`config.mk`:
```
export PLATFORM = sky130hd
export DESIGN_NAME = lin_commander_frame_engine
export DESIGN_NICKNAME = d
export VERILOG_FILES = /design/src/hdl/lin_bit_engine.v /design/src/hdl/lin_commander_frame_engine.v
export VERILOG_INCLUDE_DIRS = /design/src /design/src/hdl
export SDC_FILE = /design/constraint.sdc
export NUM_CORES = 2
export LEC_CHECK = 0
export BUFFER_PORTS_ARGS = -buffer_cell sky130_fd_sc_hd__buf_4
export CAP_MARGIN = 20
export CORE_MARGIN = 4
export CORE_UTILIZATION = 55
export CTS_CLUSTER_SIZE = 40
export DETAILED_ROUTE_END_ITERATION = 8
export PLACE_DENSITY = 0.71
export SLEW_MARGIN = 25
export SYNTH_ARGS = -nofsm -noshare
export SYNTH_HDL_FRONTEND = slang
export SYNTH_HIERARCHICAL = 1
export SYNTH_SLANG_ARGS = --single-unit
export TNS_END_PERCENT = 20
```
`constraint.sdc`:
```
create_clock -name REF_CLK_I -period 72.5 [get_ports REF_CLK_I]
set_clock_uncertainty 0.15 [all_clocks]
set_input_delay 14.5 -clock REF_CLK_I [delete_from_list [all_inputs] [get_ports REF_CLK_I]]
set_output_delay 14.5 -clock REF_CLK_I [all_outputs]
set_load 0.005 [all_outputs]
```
`src/hdl/lin_frame_regs.vh`:
```
`ifndef LIN_FRAME_REGS_VH
`define LIN_FRAME_REGS_VH
// bit timing: cycles per bit and sample phases in baud generator cycles, the rest in bits
`define LIN_OVS        16
`define LIN_SMP1       5'h07
`define LIN_SMP2       5'h08
`define LIN_SMP3       5'h09
`define LIN_STOP_IDX   4'h9
`define LIN_FIELD_BITS  6'h0a
`define LIN_FIELD_BITS2 6'h0b
`define LIN_TMO_BITS   14
// field constants
`define LIN_SYNC_BYTE  8'h55
`define LIN_BRK_BASE   6'h0a
`define LIN_BRK_LIN_MAX 4'hd
`define LIN_BRK_CODE_E 4'he
`define LIN_BRK_E      6'h24
`define LIN_BRK_F      6'h32
`define LIN_FI_PID     4'h1
`define LIN_FI_DATA    4'h2
`define LIN_FI_CKS_OFS 4'h3
// channel register byte offsets (channel base = channel * 0x40)
`define REG_CTRL   6'h00
`define REG_CFG    6'h04
`define REG_ID     6'h08
`define REG_BCTL   6'h0c
`define REG_CKS    6'h10
`define REG_STAT   6'h14
`define REG_ERR    6'h18
`define REG_IE     6'h1c
`define REG_DATA0  6'h20
`define REG_DATA1  6'h24
// global registers
`define REG_GHREQ  12'h100
`define REG_GIEN   12'h104
`define REG_GINT   12'h108
// field positions
`define CFG_MBL_LO 3
`define CFG_CCD    7
`define CFG_STOP2  8
`define BC_DIR     0
`define BC_CCS     1
`define BC_DFL_LO  2
`define ST_TXC     0
`define ST_RXC     1
`define ST_RBNE    2
`define ST_BUSY    7
`define ER_BIT     0
`define ER_CKS     1
`define ER_FRM     2
`define ER_TMO     3
// reset values
`define CFG_RST    9'h000
`define BCTL_RST   5'h00
`define IE_RST     6'h00
`define GIEN_RST   8'h00
`endif

```
`src/hdl/lin_bit_engine.v`:
```
`timescale 1ns/1ps
`default_nettype none
`include "lin_frame_regs.vh"
module lin_bit_engine #(
	parameter OVS = `LIN_OVS
) (
	input  wire       clk_i,
	input  wire       rst_i,
	input  wire       rxd_i,
	input  wire       tx_go_i,
	input  wire       tx_brk_i,
	input  wire [7:0] tx_byte_i,
	input  wire [5:0] brk_bits_i,
	input  wire       stop2_i,
	output reg        txd_o,
	output reg        tx_take_o,
	output reg        tx_done_o,
	output reg        rx_valid_o,
	output reg  [7:0] rx_byte_o,
	output reg        rx_ferr_o
);
	localparam integer PH_FULL = OVS - 1;
	localparam [4:0] PH_LAST = PH_FULL[4:0];
	reg  [4:0]  tx_ph_r;
	reg  [5:0]  tx_left_r;
	reg  [10:0] tx_sh_r;
	reg         tx_busy_r;
	reg         tx_brk_r;
	reg  [4:0]  rx_ph_r;
	reg  [3:0]  rx_bit_r;
	reg         rx_busy_r;
	reg         rx_prev_r;
	reg  [1:0]  smp_r;
	reg  [7:0]  rx_sh_r;
	wire        maj;
	wire        rx_arm;

	assign maj    = (smp_r[0] & smp_r[1]) | (smp_r[0] & rxd_i) | (smp_r[1] & rxd_i);
	assign rx_arm = ~(tx_busy_r & tx_brk_r);

	////////////////////////////////////////////////////////////////////////////
	// transmitter: break or one byte field, lsb first
	always @(posedge clk_i or posedge rst_i) begin
		if (rst_i) begin
			tx_ph_r   <= 5'h00;
			tx_left_r <= 6'h00;
			tx_sh_r   <= 11'h7ff;
			tx_busy_r <= 1'b0;
			tx_brk_r  <= 1'b0;
			txd_o     <= 1'b1;
			tx_take_o <= 1'b0;
			tx_done_o <= 1'b0;
		end else begin
			tx_done_o <= 1'b0;
			tx_take_o <= 1'b0;
			if (!tx_busy_r) begin
				if (tx_go_i) begin
					tx_busy_r <= 1'b1;
					tx_take_o <= 1'b1;
					tx_brk_r  <= tx_brk_i;
					tx_ph_r   <= 5'h00;
					tx_left_r <= tx_brk_i ? brk_bits_i + 6'h01 :
						(stop2_i ? `LIN_FIELD_BITS2 : `LIN_FIELD_BITS);
					tx_sh_r   <= {2'b11, tx_byte_i, 1'b0};
					txd_o     <= 1'b0;
				end
			end else if (tx_ph_r == PH_LAST) begin
				tx_ph_r <= 5'h00;
				if (tx_left_r == 6'h01) begin
					tx_busy_r <= 1'b0;
					tx_done_o <= 1'b1;
					txd_o     <= 1'b1;
				end else begin
					tx_left_r <= tx_left_r - 6'h01;
					tx_sh_r   <= {1'b1, tx_sh_r[10:1]};
					// a break ends with one recessive delimiter bit
					txd_o     <= tx_brk_r ? (tx_left_r == 6'h02) : tx_sh_r[1];
				end
			end else begin
				tx_ph_r <= tx_ph_r + 5'h01;
			end
		end
	end

	////////////////////////////////////////////////////////////////////////////
	// receiver: 16 cycles a bit, three samples mid bit
	always @(posedge clk_i or posedge rst_i) begin
		if (rst_i) begin
			rx_ph_r    <= 5'h00;
			rx_bit_r   <= 4'h0;
			rx_busy_r  <= 1'b0;
			rx_prev_r  <= 1'b1;
			smp_r      <= 2'b11;
			rx_sh_r    <= 8'h00;
			rx_valid_o <= 1'b0;
			rx_byte_o  <= 8'h00;
			rx_ferr_o  <= 1'b0;
		end else begin
			rx_valid_o <= 1'b0;
			rx_prev_r  <= rxd_i;
			if (!rx_busy_r) begin
				if (rx_arm && rx_prev_r && !rxd_i) begin
					rx_busy_r <= 1'b1;
					rx_ph_r   <= 5'h00;
					rx_bit_r  <= 4'h0;
				end
			end else begin
				rx_ph_r <= (rx_ph_r == PH_LAST) ? 5'h00 : rx_ph_r + 5'h01;
				if (rx_ph_r == `LIN_SMP1)
					smp_r[0] <= rxd_i;
				if (rx_ph_r == `LIN_SMP2)
					smp_r[1] <= rxd_i;
				if (rx_ph_r == `LIN_SMP3) begin
					rx_bit_r <= rx_bit_r + 4'h1;
					if (rx_bit_r == 4'h0) begin
						if (maj)
							rx_busy_r <= 1'b0; // glitch, not a start bit
					end else if (rx_bit_r == `LIN_STOP_IDX) begin
						rx_busy_r  <= 1'b0;
						rx_valid_o <= 1'b1;
						rx_byte_o  <= rx_sh_r;
						rx_ferr_o  <= ~maj;
					end else begin
						rx_sh_r <= {maj, rx_sh_r[7:1]};
					end
				end
			end
		end
	end
endmodule
`default_nettype wire

```
`src/hdl/lin_commander_frame_engine.v`:
```
`timescale 1ns/1ps
`default_nettype none
`include "lin_frame_regs.vh"
// Overview of operation
// - writing the header request bit sends break, sync and protected identifier
// - after the header, direction bit 1 transmits the response, 0 receives it
// - transmitted response sends buffer bytes, count from data length, then checksum
// - each channel has separate 8-byte transmit and receive buffers
// - checksum disable clear: hardware checksum; set: software checksum field is sent
// - checksum type bit picks enhanced or classic hardware checksum
// - transmitted identifier and data are read back and copied to the identifier field and the receive buffer
// - received bytes go to the receive buffer, received checksum to checksum field
// - with checksum disable clear, received checksum is checked against computed one
// - a good frame sets transmit-complete or receive-complete by direction
// - any error aborts the frame and sets an error flag, not completion
// - all flags but buffer-not-empty are maskable by channel and global enables
// - new header request accepted only once the current frame has finished
// - a byte field is start bit, eight data bits, stop bit; with CFG_STOP2 set, two stop bits are sent
// - each received bit spans 16 baud generator cycles
// - reception syncs on the start bit falling edge within one cycle
// - three mid-bit samples, majority decides the bit value
// - four independent channels
// - 4-bit break length: codes 0..13 give 10..23 bits, 14 gives 36, 15 gives 50
// - header request bits clear themselves and always read as zero
// - writing 1 to a completion or error flag clears it; buffer-not-empty clears only on a header request
module lin_commander_frame_engine #(
	parameter OVS      = `LIN_OVS,
	parameter TMO_BITS = `LIN_TMO_BITS
) (
	input  wire        REF_CLK_I,
	input  wire        RST_I,
	input  wire        PSEL_I,
	input  wire        PENABLE_I,
	input  wire        PWRITE_I,
	input  wire [11:0] PADDR_I,
	input  wire [31:0] PWDATA_I,
	output reg  [31:0] PRDATA_O,
	output reg         PREADY_O,
	output reg         PSLVERR_O,
	input  wire [3:0]  LIN_RXD_I,
	output wire [3:0]  LIN_TXD_O,
	output reg         IRQ_O
);
	localparam NCH = 4;
	localparam integer TMO_FULL = TMO_BITS * OVS;
	localparam [9:0] TMO_CYC = TMO_FULL[9:0];
	localparam [1:0] S_IDLE = 2'h0;
	localparam [1:0] S_BRK  = 2'h1;
	localparam [1:0] S_TXF  = 2'h2;
	localparam [1:0] S_RXF  = 2'h3;

	////////////////////////////////////////////////////////////////////////////
	// helpers
	function [7:0] pid_of;
		input [5:0] id;
		begin
			pid_of = {~(id[1] ^ id[3] ^ id[4] ^ id[5]), id[0] ^ id[1] ^ id[2] ^ id[4], id};
		end
	endfunction

	function [7:0] cks_add;
		input [7:0] s;
		input [7:0] b;
		reg   [8:0] t;
		begin
			t       = {1'b0, s} + {1'b0, b};
			cks_add = t[7:0] + {7'h00, t[8]};
		end
	endfunction

	function [5:0] brk_len;
		input [3:0] code;
		begin
			if (code <= `LIN_BRK_LIN_MAX)
				brk_len = `LIN_BRK_BASE + {2'b00, code};
			else if (code == `LIN_BRK_CODE_E)
				brk_len = `LIN_BRK_E;
			else
				brk_len = `LIN_BRK_F;
		end
	endfunction

	function reg_hit;
		input [11:0] a;
		begin
			if (a[11:8] == 4'h0)
				reg_hit = (a[5:0] <= `REG_DATA1) && (a[1:0] == 2'b00);
			else
				reg_hit = (a == `REG_GHREQ) || (a == `REG_GIEN) || (a == `REG_GINT);
		end
	endfunction

	////////////////////////////////////////////////////////////////////////////
	// apb slave, one wait state
	wire        apb_take;
	wire        wr_stb;
	wire        g_hreq;
	wire [127:0] rd_all;
	wire [3:0]  si_all;
	wire [3:0]  ei_all;
	wire [7:0]  int3;
	reg  [7:0]  gien_r;
	reg  [3:0]  rx_m_r;
	reg  [3:0]  rx_s_r;
	reg  [31:0] rd_mux;

	assign apb_take = PSEL_I & PENABLE_I & ~PREADY_O;
	assign wr_stb   = PSEL_I & PENABLE_I & PREADY_O & PWRITE_I;
	assign g_hreq   = wr_stb & (PADDR_I == `REG_GHREQ);
	assign int3     = {ei_all, si_all};

	always @* begin
		if (PADDR_I == `REG_GIEN)
			rd_mux = {24'h000000, gien_r};
		else if (PADDR_I == `REG_GINT)
			rd_mux = {24'h000000, int3};
		else if (PADDR_I[11:8] == 4'h0)
			rd_mux = rd_all[{PADDR_I[7:6], 5'h00} +: 32];
		else
			rd_mux = 32'h00000000; // header request reads zero
	end

	always @(posedge REF_CLK_I or posedge RST_I) begin
		if (RST_I) begin
			PREADY_O  <= 1'b0;
			PSLVERR_O <= 1'b0;
			PRDATA_O  <= 32'h00000000;
			gien_r    <= `GIEN_RST;
			IRQ_O     <= 1'b0;
			rx_m_r    <= 4'hf;
			rx_s_r    <= 4'hf;
		end else begin
			PREADY_O  <= apb_take;
			PSLVERR_O <= apb_take & ~reg_hit(PADDR_I);
			if (apb_take && !PWRITE_I)
				PRDATA_O <= reg_hit(PADDR_I) ? rd_mux : 32'h00000000;
			if (wr_stb && PADDR_I == `REG_GIEN)
				gien_r <= PWDATA_I[7:0];
			IRQ_O  <= |(int3 & gien_r);
			rx_m_r <= LIN_RXD_I;
			rx_s_r <= rx_m_r;
		end
	end

	////////////////////////////////////////////////////////////////////////////
	// channels
	genvar g;
	generate
		for (g = 0; g < NCH; g = g + 1) begin : chan
			localparam integer CH_NUM = g;
			localparam [1:0] CH = CH_NUM[1:0];
			reg  [8:0]  cfg_r;
			reg  [5:0]  id_r;
			reg  [4:0]  bc_r;
			reg  [7:0]  cks_r;
			reg  [2:0]  st_r;
			reg  [3:0]  er_r;
			reg  [5:0]  ie_r;
			reg  [63:0] txb_r;
			reg  [63:0] rxb_r;
			reg  [1:0]  state_r;
			reg  [3:0]  fi_r;
			reg  [7:0]  sum_r;
			reg  [9:0]  tmo_r;
			reg         tx_go_r;
			reg         tx_brk_r;
			reg  [7:0]  tx_byte_r;
			reg  [31:0] rd;
			reg  [7:0]  sum_n;
			reg  [7:0]  nxt_byte;
			wire        tx_take;
			wire        tx_done;
			wire        rx_valid;
			wire        rx_ferr;
			wire [7:0]  rx_byte;
			wire        wsel;
			wire        hreq;
			wire        dir;
			wire        ccd;
			wire [3:0]  last;
			wire [3:0]  nf;
			wire [3:0]  nfm;
			wire [3:0]  fim;

			assign wsel = wr_stb & (PADDR_I[11:8] == 4'h0) & (PADDR_I[7:6] == CH);
			assign hreq = (wsel & (PADDR_I[5:0] == `REG_CTRL) & PWDATA_I[0]) | (g_hreq & PWDATA_I[g]);
			assign dir  = bc_r[`BC_DIR];
			assign ccd  = cfg_r[`CFG_CCD];
			assign last = {1'b0, bc_r[`BC_DFL_LO +: 3]} + `LIN_FI_CKS_OFS;
			assign nf   = fi_r + 4'h1;
			assign nfm  = nf - `LIN_FI_DATA;
			assign fim  = fi_r - `LIN_FI_DATA;
			assign si_all[g] = |(st_r[1:0] & ie_r[1:0]);
			assign ei_all[g] = |(er_r & ie_r[5:2]);
			assign rd_all[32*g +: 32] = rd;

			always @* begin
				if (fi_r == `LIN_FI_PID)
					sum_n = bc_r[`BC_CCS] ? rx_byte : 8'h00;
				else if (fi_r >= `LIN_FI_DATA && fi_r < last)
					sum_n = cks_add(sum_r, rx_byte);
				else
					sum_n = sum_r;
				if (nf == `LIN_FI_PID)
					nxt_byte = pid_of(id_r);
				else if (nf == last)
					nxt_byte = ccd ? cks_r : ~sum_n;
				else
					nxt_byte = txb_r[{nfm[2:0], 3'b000} +: 8];
			end

			always @* begin
				case (PADDR_I[5:0])
					`REG_CFG:   rd = {23'h000000, cfg_r};
					`REG_ID:    rd = {26'h0000000, id_r};
					`REG_BCTL:  rd = {27'h0000000, bc_r};
					`REG_CKS:   rd = {24'h000000, cks_r};
					`REG_STAT:  rd = {24'h000000, state_r != S_IDLE, 4'h0, st_r};
					`REG_ERR:   rd = {28'h0000000, er_r};
					`REG_IE:    rd = {26'h0000000, ie_r};
					`REG_DATA0: rd = rxb_r[31:0];
					`REG_DATA1: rd = rxb_r[63:32];
					default:    rd = 32'h00000000;
				endcase
			end

			always @(posedge REF_CLK_I or posedge RST_I) begin
				if (RST_I) begin
					cfg_r     <= `CFG_RST;
					id_r      <= 6'h00;
					bc_r      <= `BCTL_RST;
					cks_r     <= 8'h00;
					st_r      <= 3'h0;
					er_r      <= 4'h0;
					ie_r      <= `IE_RST;
					txb_r     <= 64'h0000000000000000;
					rxb_r     <= 64'h0000000000000000;
					state_r   <= S_IDLE;
					fi_r      <= 4'h0;
					sum_r     <= 8'h00;
					tmo_r     <= 10'h000;
					tx_go_r   <= 1'b0;
					tx_brk_r  <= 1'b0;
					tx_byte_r <= 8'h00;
				end else begin
					if (tx_take)
						tx_go_r <= 1'b0;
					if (wsel) begin
						case (PADDR_I[5:0])
							`REG_CFG:   cfg_r <= PWDATA_I[8:0];
							`REG_ID:    id_r  <= PWDATA_I[5:0];
							`REG_BCTL:  bc_r  <= PWDATA_I[4:0];
							`REG_CKS:   if (ccd) cks_r <= PWDATA_I[7:0];
							`REG_STAT:  st_r[1:0] <= st_r[1:0] & ~PWDATA_I[1:0];
							`REG_ERR:   er_r <= er_r & ~PWDATA_I[3:0];
							`REG_IE:    ie_r <= PWDATA_I[5:0];
							`REG_DATA0: txb_r[31:0]  <= PWDATA_I;
							`REG_DATA1: txb_r[63:32] <= PWDATA_I;
							default:    ;
						endcase
					end
					// flag sets below come after the clears, so a set wins
					case (state_r)
						S_IDLE: begin
							if (hreq) begin
								state_r      <= S_BRK;
								tx_go_r      <= 1'b1;
								tx_brk_r     <= 1'b1;
								fi_r         <= 4'h0;
								sum_r        <= 8'h00;
								st_r[`ST_RBNE] <= 1'b0;
							end
						end
						S_BRK: begin
							if (tx_done) begin
								state_r   <= S_TXF;
								tx_go_r   <= 1'b1;
								tx_brk_r  <= 1'b0;
								tx_byte_r <= `LIN_SYNC_BYTE;
								tmo_r     <= 10'h000;
							end
						end
						default: begin
							tmo_r <= tmo_r + 10'h001;
							if (rx_valid) begin
								tmo_r <= 10'h000;
								sum_r <= sum_n;
								fi_r  <= nf;
								if (rx_ferr) begin
									er_r[`ER_FRM] <= 1'b1;
									state_r <= S_IDLE;
									tx_go_r <= 1'b0;
								end else if (state_r == S_TXF && rx_byte != tx_byte_r) begin
									er_r[`ER_BIT] <= 1'b1;
									state_r <= S_IDLE;
									tx_go_r <= 1'b0;
								end else begin
									if (fi_r == `LIN_FI_PID)
										id_r <= rx_byte[5:0];
									if (fi_r >= `LIN_FI_DATA && fi_r < last) begin
										rxb_r[{fim[2:0], 3'b000} +: 8] <= rx_byte;
										if (!dir)
											st_r[`ST_RBNE] <= 1'b1;
									end
									if (fi_r == last) begin
										state_r <= S_IDLE;
										if (dir) begin
											st_r[`ST_TXC] <= 1'b1;
										end else begin
											cks_r <= rx_byte;
											if (!ccd && rx_byte != ~sum_r)
												er_r[`ER_CKS] <= 1'b1;
											else
												st_r[`ST_RXC] <= 1'b1;
										end
									end else if (nf < `LIN_FI_DATA || dir) begin
										state_r   <= S_TXF;
										tx_go_r   <= 1'b1;
										tx_byte_r <= nxt_byte;
									end else begin
										state_r <= S_RXF;
									end
								end
							end else if (tmo_r == TMO_CYC) begin
								er_r[`ER_TMO] <= 1'b1;
								state_r <= S_IDLE;
								tx_go_r <= 1'b0;
							end
						end
					endcase
				end
			end

			lin_bit_engine #(
				.OVS (OVS)
			) u_bits (
				.clk_i      (REF_CLK_I),
				.rst_i      (RST_I),
				.rxd_i      (rx_s_r[g]),
				.tx_go_i    (tx_go_r),
				.tx_brk_i   (tx_brk_r),
				.tx_byte_i  (tx_byte_r),
				.brk_bits_i (brk_len(cfg_r[`CFG_MBL_LO +: 4])),
				.stop2_i    (cfg_r[`CFG_STOP2]),
				.txd_o      (LIN_TXD_O[g]),
				.tx_take_o  (tx_take),
				.tx_done_o  (tx_done),
				.rx_valid_o (rx_valid),
				.rx_byte_o  (rx_byte),
				.rx_ferr_o  (rx_ferr)
			);
		end
	endgenerate
endmodule
`default_nettype wire

```
==> impl_results.md <==
- 1st-pass router iterations: 6
- Critical Path Slowest Stage Cell: nor2b_1
- Endpoints failing hold: 0
- Register-to-register setup slack: approximately 68000 ps
- DP Worst Slack: 53580 ps
- Ys Warns: 6
- Synthesis-to-layout area growth: 10.2%
- Die Y-Extent: 329 um
- RR Startpoint: chan[1].fi_r[0]$_DFFE_PP0P_
- Initial antenna violation count: 13
- Input/output buffers: a little over 90
- Critical path required time: ~73000 ps
- Mapped Area: 56800 um^2
- Tcrit/Tclk final: approximately 25%
- RSZ-0062 raised after global routing: false
- Register area share after synthesis: between 40% and 50%
- Post-route ant nets: 0
- Post-CTS resize count: 0
- 1st-iter DRT viols: about 4.4k
- Global route overflow: 0
- Setup TNS: 0 ps
- Global-route wire length before repair: 254000 um
- Via Count: ~43k
- CP cell instances: buf_4, nor2b_1, and3_4, buf_4, a22oi_1, and3_1, a211oi_1, o21ai_0, a22oi_1
- Worst Tran Pin Value: between 1000 and 1500 ps
- Top-level I/O count: 92
- Critical path class: in2reg
- Fraction of layout cells with a size suffix above 1: around 23%
- Slew Viols, Final: 0
- CP max stage delay: approximately 820 ps
- Crit Path Max Fanout: between 40 and 50
- PD cells: 20.5 nW/um^2
- Root cell of the clock tree: clkbuf_16
- Worst path arrival time: roughly 18000 ps
- GPL Wtd Cong: roughly 0.96
- Core Region: ~100000 um^2
- WL/cell: roughly 25 um
- Worst vdd ir: around 21 uV
- Final-stage net count: approximately 5.4k
- Max_slew headroom: 16.1%
- Maximum clock insertion buffer count: 3
- DRC: 0
- Final Setup Violations: 0
- Worst reg2reg path depth: 10
- GRT Overall Usage: roughly 30%
- Mean Syn Cell Area: 10.9 um^2
- Post-synth EDFFs: 0
- Crit. End Element: flop
- Vias in the first global route: ~42k
- Fin crit period: 17770 ps
- Hold_buf cts: 0
- Synthesis-stage register bit count: ~1.1k
- Post-Syn Instances: roughly 5.2k
- Synth async-reset ratio: 100%
- Post-CTS setup repair buffer count: 0
- Vias/cell: about 6.4
- Status: complete, no violations
- Final WL: approximately 170000 um
- CP Launch Point: PADDR_I[2]
- Skew-Pair Late Insertion Delay: 720 ps
- CP Launch Type: input pin
- Fin worst setup slack: between 50000 and 60000 ps
- TritonCTS Sinks: 1083
- # rows: around 120
- Highest clock rate: about 56 MHz
- LEAKAGE: between 20 and 30 nW
- CTS tree: yes
- Die width: roughly 330 um
- Dominant synthesized flop cell: dfrtp_1
- Clk slew on worst S/H paths: ~60 ps
- Pin count of the biggest net entering global routing: approximately 180
- Number of distinct library cells after synthesis: 94
- Initial core utilization: 55.6%
- Final HPWL DP: ~110000 um
- Die area: roughly 110000 um^2
- Max-Cap Viols: 0
- TritonCTS Buffers: ~110
- R2R Path End: chan[1].rxb_r[24]$_DFFE_PP0P_
- Hold Crit Class: reg2reg
- H-tree levels: 3
- CP Capture Point: PRDATA_O[0]$_DFFE_PP0P_
- Syn Nets: between 5k and 6k
[critical path: cells and delay by family]
kind            cells  cell delay, ps
buf+inv             2            1030
compound gates      4             880
simple gates        3            1800
[metal layers]
metal  global-route usage [%]  wire (um)
met1                     43.0      69800
met4                     12.1       7790
met3                     7.46      16200
met5                        0         59
met2                     44.9      71700
[layout make-up]
class	instances	area [um^2]
clock inverter	58	759
clock buffer	156	3260
inverter	151	574
timing repair buffer	152	1190
fill	8334	39600
antenna	6	15.0
multi-input combinational	3673	27900
tap	1368	1710
sequential	1083	27200
[registers in the layout, summed over array words and instances (netlist names), 20 cells and up]
| register | cells |
|---|---|
| chan.cfg_r | 36 |
| chan.u_bits/rx_byte_o | 32 |
| chan.u_bits/rx_sh_r | 32 |
| PRDATA_O | 32 |
| chan.txb_r | 256 |
| chan.id_r | 24 |
| chan.ie_r | 24 |
| chan.u_bits/tx_left_r | 24 |
| chan.u_bits/tx_ph_r | 20 |
| chan.cks_r | 32 |
| chan.rxb_r | 256 |
| chan.tx_byte_r | 32 |
| chan.tmo_r | 40 |
| chan.bc_r | 20 |
| chan.u_bits/rx_ph_r | 20 |
| chan.sum_r | 32 |
| chan.u_bits/tx_sh_r | 32 |
[logic make-up (layout without fill, tap and decap cells)]
logic type	count (synthesis)	after routing	synth area share, %
flops	1083	1083	47.8
compound gates	1144	1144	12.9
mux	871	871	18.0
simple gates	1344	1344	12.0
other cells	0	6	0
xor+xnor	154	154	2.45
fa+ha+maj	160	160	3.56
buf+inv	460	517	3.22
[worst min path at each step]
stage	slack, ps	end	cells past startpoint	from
after global placement	200	rx_s_r[0]$_DFF_PP1_	0	rx_m_r[0]$_DFF_PP1_
after floorplan	200	rx_s_r[0]$_DFF_PP1_	0	rx_m_r[0]$_DFF_PP1_
after detailed placement	200	rx_s_r[2]$_DFF_PP1_	0	rx_m_r[2]$_DFF_PP1_
after global routing	210	rx_s_r[0]$_DFF_PP1_	0	rx_m_r[0]$_DFF_PP1_
after CTS	200	rx_s_r[0]$_DFF_PP1_	0	rx_m_r[0]$_DFF_PP1_
final	200	rx_s_r[0]$_DFF_PP1_	0	rx_m_r[0]$_DFF_PP1_
[power by group]
part | switching (mW) | total, mW | internal, mW
Clock | 0.254 | 0.625 | 0.371
Combinational | 0.0340 | 0.0470 | 0.0131
Sequential | 0.00449 | 0.614 | 0.609
[placed cells by master (no fill, tap or decap), types with 119 or more instances in the layout]
cell,count
o21ai_0,377
nand3_1,154
a21oi_1,249
nor2_1,257
dfrtp_1,1023
mux2i_1,199
buf_4,146
nand2_1,419
ha_1,152
mux2_2,608
inv_1,144
nor3_1,119
[synth_stat cells (15+ instances only)]
cell      count  area [um^2]
a211oi_1     31          233
dfstp_2      56         1470
mux2i_1     199         1990
o22ai_1      22          138
buf_1        52          195
o21a_1       15          113
mux2_2      608         6850
buf_2        58          290
o21ai_0     377         1890
or3_1        16          100
ha_1        152         1900
nand2_1     419         1570
nand3_1     156          781
a22o_1       46          403
o211ai_1     25          188
and3_1       56          350
a21o_1       26          195
o31ai_1      28          210
nor2b_1      28          175
nand4_1      47          294
a31oi_1      42          263
a222oi_1     17          170
and2_1       68          425
a221oi_1     88          771
dfrtp_1    1027        25700
nor3_1      122          611
nand2b_1     36          225
or2_2        15         93.8
xnor2_1      55          482
a22oi_1      62          465
mux4_2       56         1260
clkbuf_1    189          709
a21oi_1     249         1250
nor2_1      261          980
xor2_1       96          841
inv_1       149          559
[metrics by stage]
step           cells  utilization (%)  hold slack (ps)  area [um^2]  total power, mW
6_report        6647             61.3              204        62600             1.29
5_1_grt         6641             61.2              207        62600             1.32
4_1_cts         6640             61.2              204        62500             1.29
3_5_place_dp    6426             57.2              197        58500            0.671
3_3_place_gp    6426             57.2              196        58500            0.670
2_1_floorplan   5216                -              195        56800            0.652
Note: power is estimated with default switching activity, not from simulation.
